`config.mk`:
```
export PLATFORM = sky130hd
export DESIGN_NAME = ppc_panel_timing
export DESIGN_NICKNAME = d
export VERILOG_FILES = /design/src/hdl/ppc_panel_timing.v
export VERILOG_INCLUDE_DIRS = /design/src /design/src/shared
export SDC_FILE = /design/constraint.sdc
export NUM_CORES = 1
export LEC_CHECK = 0
export BUFFER_PORTS_ARGS = -buffer_cell sky130_fd_sc_hd__buf_4
export CAP_MARGIN = 20
export CORE_ASPECT_RATIO = 1.25
export CORE_UTILIZATION = 59
export CTS_CLUSTER_DIAMETER = 200
export CTS_CLUSTER_SIZE = 14
export DETAILED_ROUTE_END_ITERATION = 7
export PLACE_DENSITY_LB_ADDON = 0.08
export REMOVE_ABC_BUFFERS = 1
export SYNTH_ARGS = -nofsm -noshare
export SYNTH_HDL_FRONTEND = slang
export SYNTH_SLANG_ARGS = --single-unit
```
`constraint.sdc`:
```
create_clock -name pclk -period 6.04 [get_ports pclk]
set_input_delay 0.302 -clock pclk [delete_from_list [all_inputs] [get_ports pclk]]
set_output_delay 0.302 -clock pclk [all_outputs]
set_load 0.01 [all_outputs]
```
`src/shared/ppc_consts.vh`:
```
// Register indices, reset values and field positions for the panel timing block
`ifndef PPC_CONSTS_VH
`define PPC_CONSTS_VH

// Register indices; the byte address is four times the index
`define PPC_IDX_TYPE 16'h4000
`define PPC_IDX_BUSW 16'h4001
`define PPC_IDX_HTOT_LO 16'h4002
`define PPC_IDX_HTOT_HI 16'h4003
`define PPC_IDX_HDP_LO 16'h4004
`define PPC_IDX_HDP_HI 16'h4005
`define PPC_IDX_HDS_LO 16'h4006
`define PPC_IDX_HDS_HI 16'h4007
`define PPC_IDX_HPW_LO 16'h4008
`define PPC_IDX_HPW_POL 16'h4009
`define PPC_IDX_HPS_LO 16'h400a
`define PPC_IDX_HPS_HI 16'h400b
`define PPC_IDX_VTOT_LO 16'h400c
`define PPC_IDX_VTOT_HI 16'h400d
`define PPC_IDX_STATUS 16'h4020
`define PPC_ADDR_W 18

// Reset values
`define PPC_RST_TYPE 8'h88
`define PPC_RST_BUSW 8'h00

// Panel type select register fields
`define PPC_TYPE_P2MODE_HI 7
`define PPC_TYPE_P2MODE_LO 6
`define PPC_TYPE_P2TYPE_HI 5
`define PPC_TYPE_P2TYPE_LO 4
`define PPC_TYPE_CAM_BIT 3
`define PPC_TYPE_P1MODE_BIT 2
`define PPC_TYPE_AUDPIN_BIT 1

// Bus width / clock edge register fields
`define PPC_BUSW_P2POL_BIT 7
`define PPC_BUSW_P2W_HI 6
`define PPC_BUSW_P2W_LO 4
`define PPC_BUSW_P1POL_BIT 3
`define PPC_BUSW_P1W_HI 1
`define PPC_BUSW_P1W_LO 0

// Field codes
`define PPC_P2_GENERIC 2'h0
`define PPC_P2_SPLIT 2'h1
`define PPC_P2_DUALVIEW 2'h2
`define PPC_W_12 3'h0
`define PPC_W_16 3'h1
`define PPC_W_18 3'h2
`define PPC_W_24 3'h3

// Pixel formats
`define PPC_FMT_666 2'h0
`define PPC_FMT_555 2'h1
`define PPC_FMT_565 2'h2
`define PPC_FMT_444 2'h3

// Status register fields
`define PPC_ST_URUN_BIT 0
`define PPC_ST_CAM_BIT 1
`define PPC_ST_VCNT_LO 16

`endif

```
`src/hdl/ppc_panel_timing.v`:
```
// Panel port configuration registers, panel one raster timing and pixel output
//
// Operation
// - Port two type field: 00 generic, 01 split double-screen, 10 dual-view, 11 reserved.
// - Pin-assignment bit routes panel one pins to port one or camera; resets to one.
// - Mode bit zero: RGB without serial; 6:6:6, or 5:5:5 when port two borrows pins.
// - Mode bit one: RGB with serial; 5:6:5, or 4:4:4 when port two borrows pins.
// - Audio/PWM borrow bit one frees panel one pins; zero keeps audio pins.
// - Port two clock polarity bit: data valid rising edge at zero, falling at one.
// - Port two bus width code: 12, 16, 18, 24 bits; higher codes reserved.
// - Panel one clock polarity bit: data valid rising edge at zero, falling at one.
// - Horizontal total is line length minus one, in pixel clocks.
// - Active width field is half width minus one; width stays below total.
// - Vertical total is lines per frame minus one.
//
// The APB register port was left to the implementer.
`timescale 1ns/1ps
`default_nettype none
`include "ppc_consts.vh"

module ppc_panel_timing #(
	parameter DW = 24,
	parameter OW = 18
) (
	// APB slave
	input wire pclk,
	input wire presetn,
	input wire ce,
	input wire psel,
	input wire penable,
	input wire pwrite,
	input wire [`PPC_ADDR_W-1:0] paddr,
	input wire [31:0] pwdata,
	input wire [3:0] pstrb,
	output reg [31:0] prdata,
	output reg pready,
	output reg pslverr,
	// Pixel clock from the panel side
	input wire pix_clk_in,
	// Pixel stream in
	input wire in_valid,
	input wire [DW-1:0] in_data,
	output reg in_ready,
	// Panel one pins
	output reg panel_clk,
	output reg panel_de,
	output reg panel_hsync,
	output reg panel_first_line,
	output reg [OW-1:0] panel_data,
	// Pin routing and port two configuration
	output reg second_camera_input_sel,
	output reg audio_pins_to_panel,
	output reg [1:0] p2_panel_type,
	output reg [1:0] p2_panel_mode,
	output reg [4:0] p2_bus_bits,
	output reg p2_clk_invert,
	output reg [1:0] p1_bus_width
);

	// Configuration registers
	reg [7:0] type_reg;
	reg [7:0] busw_reg;
	reg [11:0] htot_reg;
	reg [10:0] hdp_reg;
	reg [11:0] hds_reg;
	reg [8:0] hpw_reg;
	reg hpol_reg;
	reg [11:0] hps_reg;
	reg [11:0] vtot_reg;
	reg urun_reg;

	// APB answer state
	reg [31:0] rdata_next;
	reg hit_next;
	wire [15:0] idx = paddr[`PPC_ADDR_W-1:2];
	wire access = psel & penable;
	wire wr_done = access & pready & pwrite & pstrb[0] & ~pslverr;
	wire [7:0] wb = pwdata[7:0];

	// Pixel clock sampling
	reg pck_s1_reg;
	reg pck_s2_reg;
	reg pck_s3_reg;
	wire adv;

	// Raster counters
	reg [11:0] hcnt_reg;
	reg [11:0] vcnt_reg;
	wire [12:0] h_act_start;
	wire [12:0] h_act_end;
	wire [12:0] h_sync_end;
	wire de_now;
	wire hs_now;
	wire cam;
	wire [1:0] fmt;

	// Two-entry buffer
	reg [DW-1:0] mem [0:1];
	reg wr_ptr_reg;
	reg rd_ptr_reg;
	reg [1:0] cnt_reg;
	reg [1:0] cnt_next;
	wire push;
	wire pop;
	wire empty;
	wire underrun;

	// Keep the top bits of each colour of an 8:8:8 word
	function [OW-1:0] pack_rgb;
		input [1:0] f;
		input [23:0] px;
		begin
			case (f)
				`PPC_FMT_666: pack_rgb = {px[23:18], px[15:10], px[7:2]};
				`PPC_FMT_555: pack_rgb = {3'h0, px[23:19], px[15:11], px[7:3]};
				`PPC_FMT_565: pack_rgb = {2'h0, px[23:19], px[15:10], px[7:3]};
				default: pack_rgb = {6'h00, px[23:20], px[15:12], px[7:4]};
			endcase
		end
	endfunction

	// Bits on the port two bus for a width code
	function [4:0] width_bits;
		input [2:0] code;
		begin
			case (code)
				`PPC_W_12: width_bits = 5'h0c;
				`PPC_W_16: width_bits = 5'h10;
				`PPC_W_18: width_bits = 5'h12;
				`PPC_W_24: width_bits = 5'h18;
				default: width_bits = 5'h00;
			endcase
		end
	endfunction

	// Read mux and address decode
	always @* begin
		rdata_next = 32'h0;
		hit_next = 1'b1;
		if (paddr[1:0] != 2'h0) begin
			hit_next = 1'b0;
		end else begin
			case (idx)
				`PPC_IDX_TYPE: rdata_next[7:0] = type_reg;
				`PPC_IDX_BUSW: rdata_next[7:0] = busw_reg;
				`PPC_IDX_HTOT_LO: rdata_next[7:0] = htot_reg[7:0];
				`PPC_IDX_HTOT_HI: rdata_next[3:0] = htot_reg[11:8];
				`PPC_IDX_HDP_LO: rdata_next[7:0] = hdp_reg[7:0];
				`PPC_IDX_HDP_HI: rdata_next[2:0] = hdp_reg[10:8];
				`PPC_IDX_HDS_LO: rdata_next[7:0] = hds_reg[7:0];
				`PPC_IDX_HDS_HI: rdata_next[3:0] = hds_reg[11:8];
				`PPC_IDX_HPW_LO: rdata_next[7:0] = hpw_reg[7:0];
				`PPC_IDX_HPW_POL: rdata_next[7:0] = {hpol_reg, 6'h00, hpw_reg[8]};
				`PPC_IDX_HPS_LO: rdata_next[7:0] = hps_reg[7:0];
				`PPC_IDX_HPS_HI: rdata_next[3:0] = hps_reg[11:8];
				`PPC_IDX_VTOT_LO: rdata_next[7:0] = vtot_reg[7:0];
				`PPC_IDX_VTOT_HI: rdata_next[3:0] = vtot_reg[11:8];
				`PPC_IDX_STATUS: begin
					rdata_next[`PPC_ST_URUN_BIT] = urun_reg;
					rdata_next[`PPC_ST_CAM_BIT] = cam;
					rdata_next[`PPC_ST_VCNT_LO+11:`PPC_ST_VCNT_LO] = vcnt_reg;
				end
				default: hit_next = 1'b0;
			endcase
		end
	end

	// One wait state: answer in the second access cycle, write at that edge
	always @(posedge pclk or negedge presetn) begin
		if (!presetn) begin
			prdata <= 32'h0;
			pready <= 1'b0;
			pslverr <= 1'b0;
		end else if (ce) begin
			if (access & ~pready) begin
				pready <= 1'b1;
				pslverr <= ~hit_next;
				prdata <= pwrite ? 32'h0 : rdata_next;
			end else begin
				pready <= 1'b0;
				pslverr <= 1'b0;
			end
		end
	end

	// Register writes
	always @(posedge pclk or negedge presetn) begin
		if (!presetn) begin
			type_reg <= `PPC_RST_TYPE;
			busw_reg <= `PPC_RST_BUSW;
			htot_reg <= 12'h000;
			hdp_reg <= 11'h000;
			hds_reg <= 12'h000;
			hpw_reg <= 9'h000;
			hpol_reg <= 1'b0;
			hps_reg <= 12'h000;
			vtot_reg <= 12'h000;
		end else if (ce && wr_done) begin
			case (idx)
				`PPC_IDX_TYPE: type_reg <= {wb[7:1], 1'b0};
				`PPC_IDX_BUSW: busw_reg <= {wb[7:3], 1'b0, wb[1:0]};
				`PPC_IDX_HTOT_LO: htot_reg[7:0] <= wb;
				`PPC_IDX_HTOT_HI: htot_reg[11:8] <= wb[3:0];
				`PPC_IDX_HDP_LO: hdp_reg[7:0] <= wb;
				`PPC_IDX_HDP_HI: hdp_reg[10:8] <= wb[2:0];
				`PPC_IDX_HDS_LO: hds_reg[7:0] <= wb;
				`PPC_IDX_HDS_HI: hds_reg[11:8] <= wb[3:0];
				`PPC_IDX_HPW_LO: hpw_reg[7:0] <= wb;
				`PPC_IDX_HPW_POL: begin
					hpw_reg[8] <= wb[0];
					hpol_reg <= wb[7];
				end
				`PPC_IDX_HPS_LO: hps_reg[7:0] <= wb;
				`PPC_IDX_HPS_HI: hps_reg[11:8] <= wb[3:0];
				`PPC_IDX_VTOT_LO: vtot_reg[7:0] <= wb;
				`PPC_IDX_VTOT_HI: vtot_reg[11:8] <= wb[3:0];
				default: ;
			endcase
		end
	end

	// Underrun flag, write one to clear; a new underrun wins over the clear
	always @(posedge pclk or negedge presetn) begin
		if (!presetn) begin
			urun_reg <= 1'b0;
		end else if (ce) begin
			if (underrun)
				urun_reg <= 1'b1;
			else if (wr_done && idx == `PPC_IDX_STATUS && wb[`PPC_ST_URUN_BIT])
				urun_reg <= 1'b0;
		end
	end

	// Pin routing and port two configuration outputs
	always @(posedge pclk or negedge presetn) begin
		if (!presetn) begin
			second_camera_input_sel <= 1'b1;
			audio_pins_to_panel <= 1'b0;
			p2_panel_type <= `PPC_P2_GENERIC;
			p2_panel_mode <= 2'h0;
			p2_bus_bits <= 5'h00;
			p2_clk_invert <= 1'b0;
			p1_bus_width <= 2'h0;
		end else if (ce) begin
			second_camera_input_sel <= type_reg[`PPC_TYPE_CAM_BIT];
			audio_pins_to_panel <= type_reg[`PPC_TYPE_AUDPIN_BIT];
			p2_panel_type <= type_reg[`PPC_TYPE_P2TYPE_HI:`PPC_TYPE_P2TYPE_LO];
			p2_panel_mode <= type_reg[`PPC_TYPE_P2MODE_HI:`PPC_TYPE_P2MODE_LO];
			p2_bus_bits <= width_bits(busw_reg[`PPC_BUSW_P2W_HI:`PPC_BUSW_P2W_LO]);
			p2_clk_invert <= busw_reg[`PPC_BUSW_P2POL_BIT];
			p1_bus_width <= busw_reg[`PPC_BUSW_P1W_HI:`PPC_BUSW_P1W_LO];
		end
	end

	// Two-stage synchroniser plus one stage for edge finding
	always @(posedge pclk or negedge presetn) begin
		if (!presetn) begin
			pck_s1_reg <= 1'b0;
			pck_s2_reg <= 1'b0;
			pck_s3_reg <= 1'b0;
		end else if (ce) begin
			pck_s1_reg <= pix_clk_in;
			pck_s2_reg <= pck_s1_reg;
			pck_s3_reg <= pck_s2_reg;
		end
	end

	// Data changes on the edge opposite the one the panel latches on
	assign adv = busw_reg[`PPC_BUSW_P1POL_BIT] ? (pck_s2_reg & ~pck_s3_reg) :
		(~pck_s2_reg & pck_s3_reg);

	assign cam = type_reg[`PPC_TYPE_CAM_BIT];

	// Port two takes panel one pins only for a split panel without audio pins
	assign fmt = type_reg[`PPC_TYPE_P1MODE_BIT] ?
		((type_reg[`PPC_TYPE_P2TYPE_HI:`PPC_TYPE_P2TYPE_LO] == `PPC_P2_SPLIT &&
		!type_reg[`PPC_TYPE_AUDPIN_BIT]) ? `PPC_FMT_444 : `PPC_FMT_565) :
		((type_reg[`PPC_TYPE_P2TYPE_HI:`PPC_TYPE_P2TYPE_LO] == `PPC_P2_SPLIT &&
		!type_reg[`PPC_TYPE_AUDPIN_BIT]) ? `PPC_FMT_555 : `PPC_FMT_666);

	// Active window and sync window positions
	assign h_act_start = {1'b0, hds_reg} + 13'h0001;
	assign h_act_end = h_act_start + {1'b0, hdp_reg, 1'b0} + 13'h0002;
	assign h_sync_end = {1'b0, hps_reg} + {4'h0, hpw_reg} + 13'h0001;
	assign de_now = ({1'b0, hcnt_reg} >= h_act_start) && ({1'b0, hcnt_reg} < h_act_end);
	assign hs_now = (hcnt_reg >= hps_reg) && ({1'b0, hcnt_reg} < h_sync_end);

	// Raster counters advance once per pixel clock
	always @(posedge pclk or negedge presetn) begin
		if (!presetn) begin
			hcnt_reg <= 12'h000;
			vcnt_reg <= 12'h000;
		end else if (ce && adv) begin
			if (hcnt_reg >= htot_reg) begin
				hcnt_reg <= 12'h000;
				if (vcnt_reg >= vtot_reg)
					vcnt_reg <= 12'h000;
				else
					vcnt_reg <= vcnt_reg + 12'h001;
			end else begin
				hcnt_reg <= hcnt_reg + 12'h001;
			end
		end
	end

	// Buffer control
	assign push = in_valid & in_ready;
	assign empty = (cnt_reg == 2'h0);
	assign pop = adv & de_now & ~cam & ~empty;
	assign underrun = adv & de_now & ~cam & empty;

	always @* begin
		cnt_next = cnt_reg;
		if (push & ~pop)
			cnt_next = cnt_reg + 2'h1;
		else if (pop & ~push)
			cnt_next = cnt_reg - 2'h1;
	end

	// Ready is registered, so it drops as soon as the second entry fills
	always @(posedge pclk or negedge presetn) begin
		if (!presetn) begin
			wr_ptr_reg <= 1'b0;
			rd_ptr_reg <= 1'b0;
			cnt_reg <= 2'h0;
			in_ready <= 1'b0;
			mem[0] <= {DW{1'b0}};
			mem[1] <= {DW{1'b0}};
		end else if (ce) begin
			cnt_reg <= cnt_next;
			in_ready <= (cnt_next != 2'h2);
			if (push) begin
				mem[wr_ptr_reg] <= in_data;
				wr_ptr_reg <= ~wr_ptr_reg;
			end
			if (pop)
				rd_ptr_reg <= ~rd_ptr_reg;
		end
	end

	// Panel pins; idle while the pins belong to the camera
	always @(posedge pclk or negedge presetn) begin
		if (!presetn) begin
			panel_clk <= 1'b0;
			panel_de <= 1'b0;
			panel_hsync <= 1'b1;
			panel_first_line <= 1'b0;
			panel_data <= {OW{1'b0}};
		end else if (ce) begin
			panel_clk <= cam ? 1'b0 : pck_s3_reg;
			if (cam) begin
				panel_de <= 1'b0;
				panel_hsync <= hpol_reg ? 1'b0 : 1'b1;
				panel_first_line <= 1'b0;
				panel_data <= {OW{1'b0}};
			end else if (adv) begin
				panel_de <= de_now;
				panel_hsync <= hpol_reg ? hs_now : ~hs_now;
				panel_first_line <= (vcnt_reg == 12'h000);
				panel_data <= pop ? pack_rgb(fmt, mem[rd_ptr_reg]) : {OW{1'b0}};
			end
		end
	end

endmodule

`default_nettype wire

```
## Word level (Yosys, flattened, before mapping)

Index checks and enable logic that the tools add are counted.

| storage, ports and cells | value |
|---|---|
| register bits after elaboration | 234 |
| input bits | 86 |
| output and inout port bits | 71 |
| word-level logic and storage cells | 190 |

| operators by class | value |
|---|---|
| add/sub/neg operators | 9 |
| $lt $le $gt $ge | 9 |
| equality and inequality tests | 22 |
| multiplexer cells | 42 |
| bitwise logic cells | 29 |
| reduce and logical (&&, ||, !) cells | 37 |

Operators by type and width:

| operator | number |
|---|---|
| 16-bit by 15-bit equality test with 1-bit output (second input constant) | 15 |
| 24-bit two-way mux | 4 |
| 18-bit two-way mux | 3 |
| 18-bit one-hot mux with 3 select lines | 1 |
| 48-bit bitwise mux | 1 |
| 12-bit two-way mux | 4 |
| 2-bit AND reduction | 20 |
| 12-bit >= comparator | 3 |
| 4-bit one-hot mux with 9 select lines | 1 |
| 2-bit one-hot mux with 15 select lines | 1 |
| 28-bit two-way mux | 1 |
| 12-bit by 13-bit less-than comparator with 1-bit output | 2 |
| 12-bit by 1-bit adder with 12-bit output (second input constant) | 2 |
| 24-bit demux with 1-bit select | 1 |
| 1-bit one-hot mux with 12 select lines | 2 |
| 5-bit one-hot mux with 4 select lines | 1 |
| 1-bit two-way mux | 18 |
| 1-bit AND | 15 |
| 15-bit OR reduction | 1 |
| 12-bit by 1-bit adder with 13-bit output (second input constant) | 1 |
| 12-bit by 9-bit adder with 13-bit output | 1 |
| 13-bit by 1-bit adder with 13-bit output (second input constant) | 1 |
| 13-bit by 12-bit adder with 13-bit output | 1 |
| 13-bit by 2-bit adder with 13-bit output (second input constant) | 1 |
| 20 further kinds | 47 |

## Depth between registers and ports, before layout

| depth | value |
|---|---|
| depth in word-level cells | 12 |
| gate-level depth with buffers | 23 |
| depth with buffers taken out | 21 |

## Worst setup path after synthesis

OpenSTA, ideal clock, no wires.

| timing path | value |
|---|---|
| kind | flip-flop to flip-flop |
| from | register hds_reg[0] |
| to | register panel_data[16] |
| arrival | 4479 ps |
| path slack | 1458 ps |
| stages on the path, launching flop included | 21 |
| path through | dfrtp_1 > ha_1 > xor2_1 > ha_1 > ha_1 > fa_1 > a21oi_1 > nor2_1 > or2_2 > or3_1 > nand2_1 > ha_1 > nand2_1 > nor3_1 > o31a_1 > o211ai_1 > a211oi_2 > a211o_1 > or4_1 > buf_2 > o41ai_2 |

| between the ends | value |
|---|---|
| word-level cells in the longest chain between the ends | 11 |
| elaborated cells between the ends (all ways) | 12 |
| those cells by class | 3 x add/sub; 2 x order compare; 3 x mux; 3 x bitwise; 1 x reduce/logical |

Ends and longest elaborated chain:

| element | RTL line | RTL |
|---|---|---|
| start: declaration | ppc_panel_timing.v:65 | `reg [11:0] hds_reg;` |
| start signal: assignment | ppc_panel_timing.v:206 | `` `PPC_IDX_HDS_LO: hds_reg[7:0] <= wb; `` |
| 12-bit by 1-bit adder with 13-bit output * | ppc_panel_timing.v:282 | `assign h_act_start = {1'b0, hds_reg} + 13'h0001;` |
| 13-bit by 12-bit adder with 13-bit output | ppc_panel_timing.v:283 | `assign h_act_end = h_act_start + {1'b0, hdp_reg, 1'b0} + 13'h0002;` |
| 13-bit by 2-bit adder with 13-bit output | ppc_panel_timing.v:283 |  |
| 12-bit by 13-bit less-than comparator with 1-bit output | ppc_panel_timing.v:285 | `assign de_now = ({1'b0, hcnt_reg} >= h_act_start) && ({1'b0, hcnt_reg} < h_act_end);` |
| 1-bit logical AND * | ppc_panel_timing.v:285 |  |
| 1-bit AND * (3 in series) | ppc_panel_timing.v:309 | `assign pop = adv & de_now & ~cam & ~empty;` |
| 18-bit two-way mux * | ppc_panel_timing.v:360 | `panel_data <= pop ? pack_rgb(fmt, mem[rd_ptr_reg]) : {OW{1'b0}};` |
| 18-bit two-way mux * | ppc_panel_timing.v:356 | `end else if (adv) begin` |
| 18-bit two-way mux * | ppc_panel_timing.v:351 | `if (cam) begin` |
| end signal: assignment | ppc_panel_timing.v:348 | `panel_data <= {OW{1'b0}};` |
| end signal: assignment | ppc_panel_timing.v:355 | `panel_data <= {OW{1'b0}};` |
| end signal: assignment | ppc_panel_timing.v:360 |  |
| end: declaration | ppc_panel_timing.v:49 | `output reg [OW-1:0] panel_data,` |

Mark *: on every way between the ends. The rest lies on a longest branch, timed or not. The select of a mux whose other input is x is not followed.
A chain may end at the register's enable or synchronous reset.

## Worst setup path after layout

| timing path | value |
|---|---|
| from | register hds_reg[2] |
| to | register panel_data[17] |

Same word-level chain as after synthesis.

==> results.md <==
- The flow ran to the end, and the final reports show no timing, DRC or antenna violations.
- The area occupied by registers is 5240 µm².
- The maximum fanout encountered on the critical timing path is 19.
- For this run, the leading register cell type out of synthesis is dfrtp_1.
- CTS built an H-tree with a depth of 1.
- Static timing analysis puts the maximum clock frequency at 186 MHz.
- After synthesis, the most frequently instantiated cells are dfrtp_1, nand2_1, ha_1, mux2_2, o21ai_0.
- The filler-free cell count of the finished design is 1,595.
- The register with the most flip-flops in the layout has 36 of them.
- After clock tree synthesis, the clock-pin slew on the worst setup and hold paths is 70 ps.
- The aggregate routed wire length is 32,900 µm.
- In this run, post-CTS repair resized a total of 0 instances.
- The required time reported for the critical path endpoint is 6410 ps.
- Across all hold checks on the routed design, the worst slack comes to 33.3 ps.
- The first global-routing pass estimated 51,400 µm of wire.
- The cell at the root of the clock tree is clkbuf_16.
- The maximum number of pins on one net before global-route repair is 77.
- The starting utilization of the core area is 60.2%.
- The proportion of synthesized chip area in sequential cells is 41.6%.
- In the post-synthesis netlist, the biggest area contributors are dfrtp_1, ha_1, mux2_2.
- Compared with the post-synthesis result, the final layout area differs by 11.5%.
- Across every metal layer, demand over resource in global routing totals 30.5%.
- Synthesis produced a netlist whose cell count is 1,234.
- The count of different cell masters after synthesis is 72.
- The number of placement rows is 59.
- The synthesized design contains 209 register bits.
- The floorplan step set the die width to 133 µm.
- The detailed-route via count is 9,878.
- The placed wire-length estimate after detailed placement is 24,300 µm.
- The yosys synthesis warning count is 0.
- Cells with a size suffix above 1 make up 19.5% of the layout.
- Counting the fill cells in the layout gives 1,676.
- The global-route congestion overflow total is 0.
- The floorplan die area is 21,900 µm².
- After detailed routing, the average wire length per cell comes to 20.6 µm.
- The total power is 3.39 mW.
- The worst reg-to-reg path cell count is 20.
- The number of hold-slack violations in the final timing report is 0.
- The post-route fraction of the period consumed by the critical path is 89.1%.
- The number of antenna violations at the first check in global routing is 0.
- The leading cell type by number of instances after synthesis is dfrtp_1.
- The data arrival time of the worst path is 5760 ps.
- The clock latency at the later pin of the worst-skew pair is 510 ps.
- The setup TNS is 0 ps.
- TritonCTS built the clock tree.
- The standard cell core area is 20,900 µm².
- Measured against its own limit, the worst slew margin works out to 8.72%.
- The path class of the tightest hold or removal check is in2reg.
- A synthesized cell averages 10.2 µm².
- The detailed router finished its first iteration with 702 violations.
- The via count of the first global-routing pass was 9,363.
- The number of placed cells counting well taps is 1,564.
- Across the run, the number of max-cap violations was 0.
- The share of the synthesized area in the top cell type is 40.8%.
- The setup path with the least slack is of type reg2reg.
- The worst hold path cell count is 2.
- Across the VDD grid, the largest voltage drop is 0.209 mV.
- The number of max-slew violations in the final report is 0.
- Summing all multi-input logic gate instances after layout gives 6780 µm².
- 0 antenna diodes ended up in the layout.
- Once detail routing completed, the nets flagged for antenna violations numbered 0.
- STA classifies the critical path endpoint as a flop.
- The final count of negative-setup-slack endpoints is 0.
- The number of nets in the final layout is 1,504.
- For this design the static power due to leakage is 6.86 nW.
- The DRC violations left is 0.
- The power per unit of standard cell area is 242 nW/µm².
- Across all setup checks in the final design, the least slack found is 656 ps.
- The transition at the pin with the smallest max-transition slack is 1370 ps.
- The length of the first detailed-routing pass in iterations is 5.
- In the final layout, the registers with the most flip-flops are mem x36, prdata x20, panel_data x18.
- The clock sink count is 209.
- The congestion estimate from routability-driven global placement came to 0.955.
- The clock passes through at most 3 buffers.
- The minimum period implied by the final worst setup slack is 5380 ps.
- The number of enable flip-flop cells after synthesis is 0.
- Before CTS, the worst setup slack after placement is 744 ps.
- Counting flops per register, the top entry is mem.
- Across the routed clock network, the largest skew measured is 34.0 ps.
- The die is 165 µm tall.
- The synthesized area is 12,600 µm².
- In this run the tool buffered the top-level ports with 110 buffer cells.
- The biggest area contributor in the post-synthesis netlist is dfrtp_1.
- The clock buffer count from CTS is 18.
- The worst setup path is launched from a flop.
- Setup repair after global routing left no endpoint under its margin.
- The share of flip-flops with an asynchronous set or reset is 100%.
- The mean number of vias per cell is 6.19.
- In this run the count of I/O pins placed on the die edge is 157.
-- critical path, cell delays in order (launching register included) --
cell,delay [ps]
dfrtp_1,550
nand3_1,140
xnor2_1,200
ha_1,300
ha_1,300
a21o_1,160
a21oi_1,230
o21bai_1,90
a21oi_1,230
o21bai_1,100
a21oi_1,290
xor2_1,190
ha_1,260
nand2_1,90
nor3_1,60
o31a_1,120
o211ai_1,220
a211oi_2,190
a211o_1,270
or4_1,820
o41ai_2,410
-- cell families (layout without fill, tap and decap cells) --
| kind of cell | after synthesis | after routing | synth area share, % |
|---|---|---|---|
| other | 1 | 13 | 0.0298 |
| adder cells (fa/ha/maj) | 107 | 107 | 10.8 |
| multiplexers | 123 | 123 | 11.8 |
| AND/OR/NAND/NOR | 323 | 323 | 12.9 |
| flip-flops | 209 | 209 | 41.6 |
| buffers and inverters | 148 | 223 | 4.89 |
| AO/OA/AOI/OAI | 291 | 291 | 15.8 |
| XOR/XNOR | 32 | 32 | 2.23 |
-- placed cells by master, fill, tap and decap left out, types with 22 or more instances in the layout --
cell     synthesis  layout
a21oi_1         41      41
nor2_1          52      52
and3_1          22      22
inv_1           77      77
nand2_1        111     111
buf_4           13     114
mux2_2         100     100
o21ai_0         79      78
nand3_1         23      23
a22o_1          38      38
ha_1           105     105
dfrtp_1        205     205
-- layer usage --
layer | share of wire [%] | wire length (µm) | vias to the layer above | track usage (%)
met5 | 0 | 0 | - | 0
met4 | 4.2 | 1390 | 0 | 12.6
met3 | 5.2 | 1720 | 88 | 3.14
met2 | 49 | 16100 | 321 | 52.9
met1 | 42 | 13700 | 4825 | 39.1
li1 | - | - | 4644 | -
-- stage by stage --
stage          area, µm²  utilization [%]
6_report           14000             67.2
5_1_grt            14000             67.2
3_3_place_gp       13500             64.7
2_1_floorplan      12300                -
4_1_cts            14000             67.2
3_5_place_dp       13500             64.7
-- worst paths after layout --
path | start | endpoint | slack (ps)
worst max-delay path | hds_reg[2]$_DFFE_PN0P_ | panel_data[17]$_DFFE_PN0P_ | 660
min in group asynchronous | presetn | hcnt_reg[10]$_DFFE_PN0P_ | 350
worst min register to register | second_camera_input_sel$_DFFE_PN1P_ | second_camera_input_sel$_DFFE_PN1P_ | 470
worst max register to register | hds_reg[2]$_DFFE_PN0P_ | panel_data[17]$_DFFE_PN0P_ | 660
worst min-delay path | in_data[12] | mem[12]$_DFFE_PN0P_ | 30
max in group asynchronous | presetn | hps_reg[11]$_DFFE_PN0P_ | 4300
-- repair_timing --
item | in CTS | in global routing
buffers inserted | 0 | 0
hold buffers | 1 | 0
endpoints found under the hold margin | 60 | 0
-- report_power, final --
group	leakage [nW]	internal [mW]	switching [mW]
clock network	0.242	0.560	0.525
logic	4.03	0.328	0.294
registers	2.60	1.55	0.130
total	6.86	2.44	0.949
-- layout make-up --
cell class	instances	share of cell area, %
multi-input cells	889	48.3
flip-flops and latches	209	37.3
repair buffers	116	6.27
clock buffers	29	3.50
well taps	274	2.44
inverters	77	2.06
clock inverters	1	0.116
Note: power is estimated with default switching activity, not from simulation.
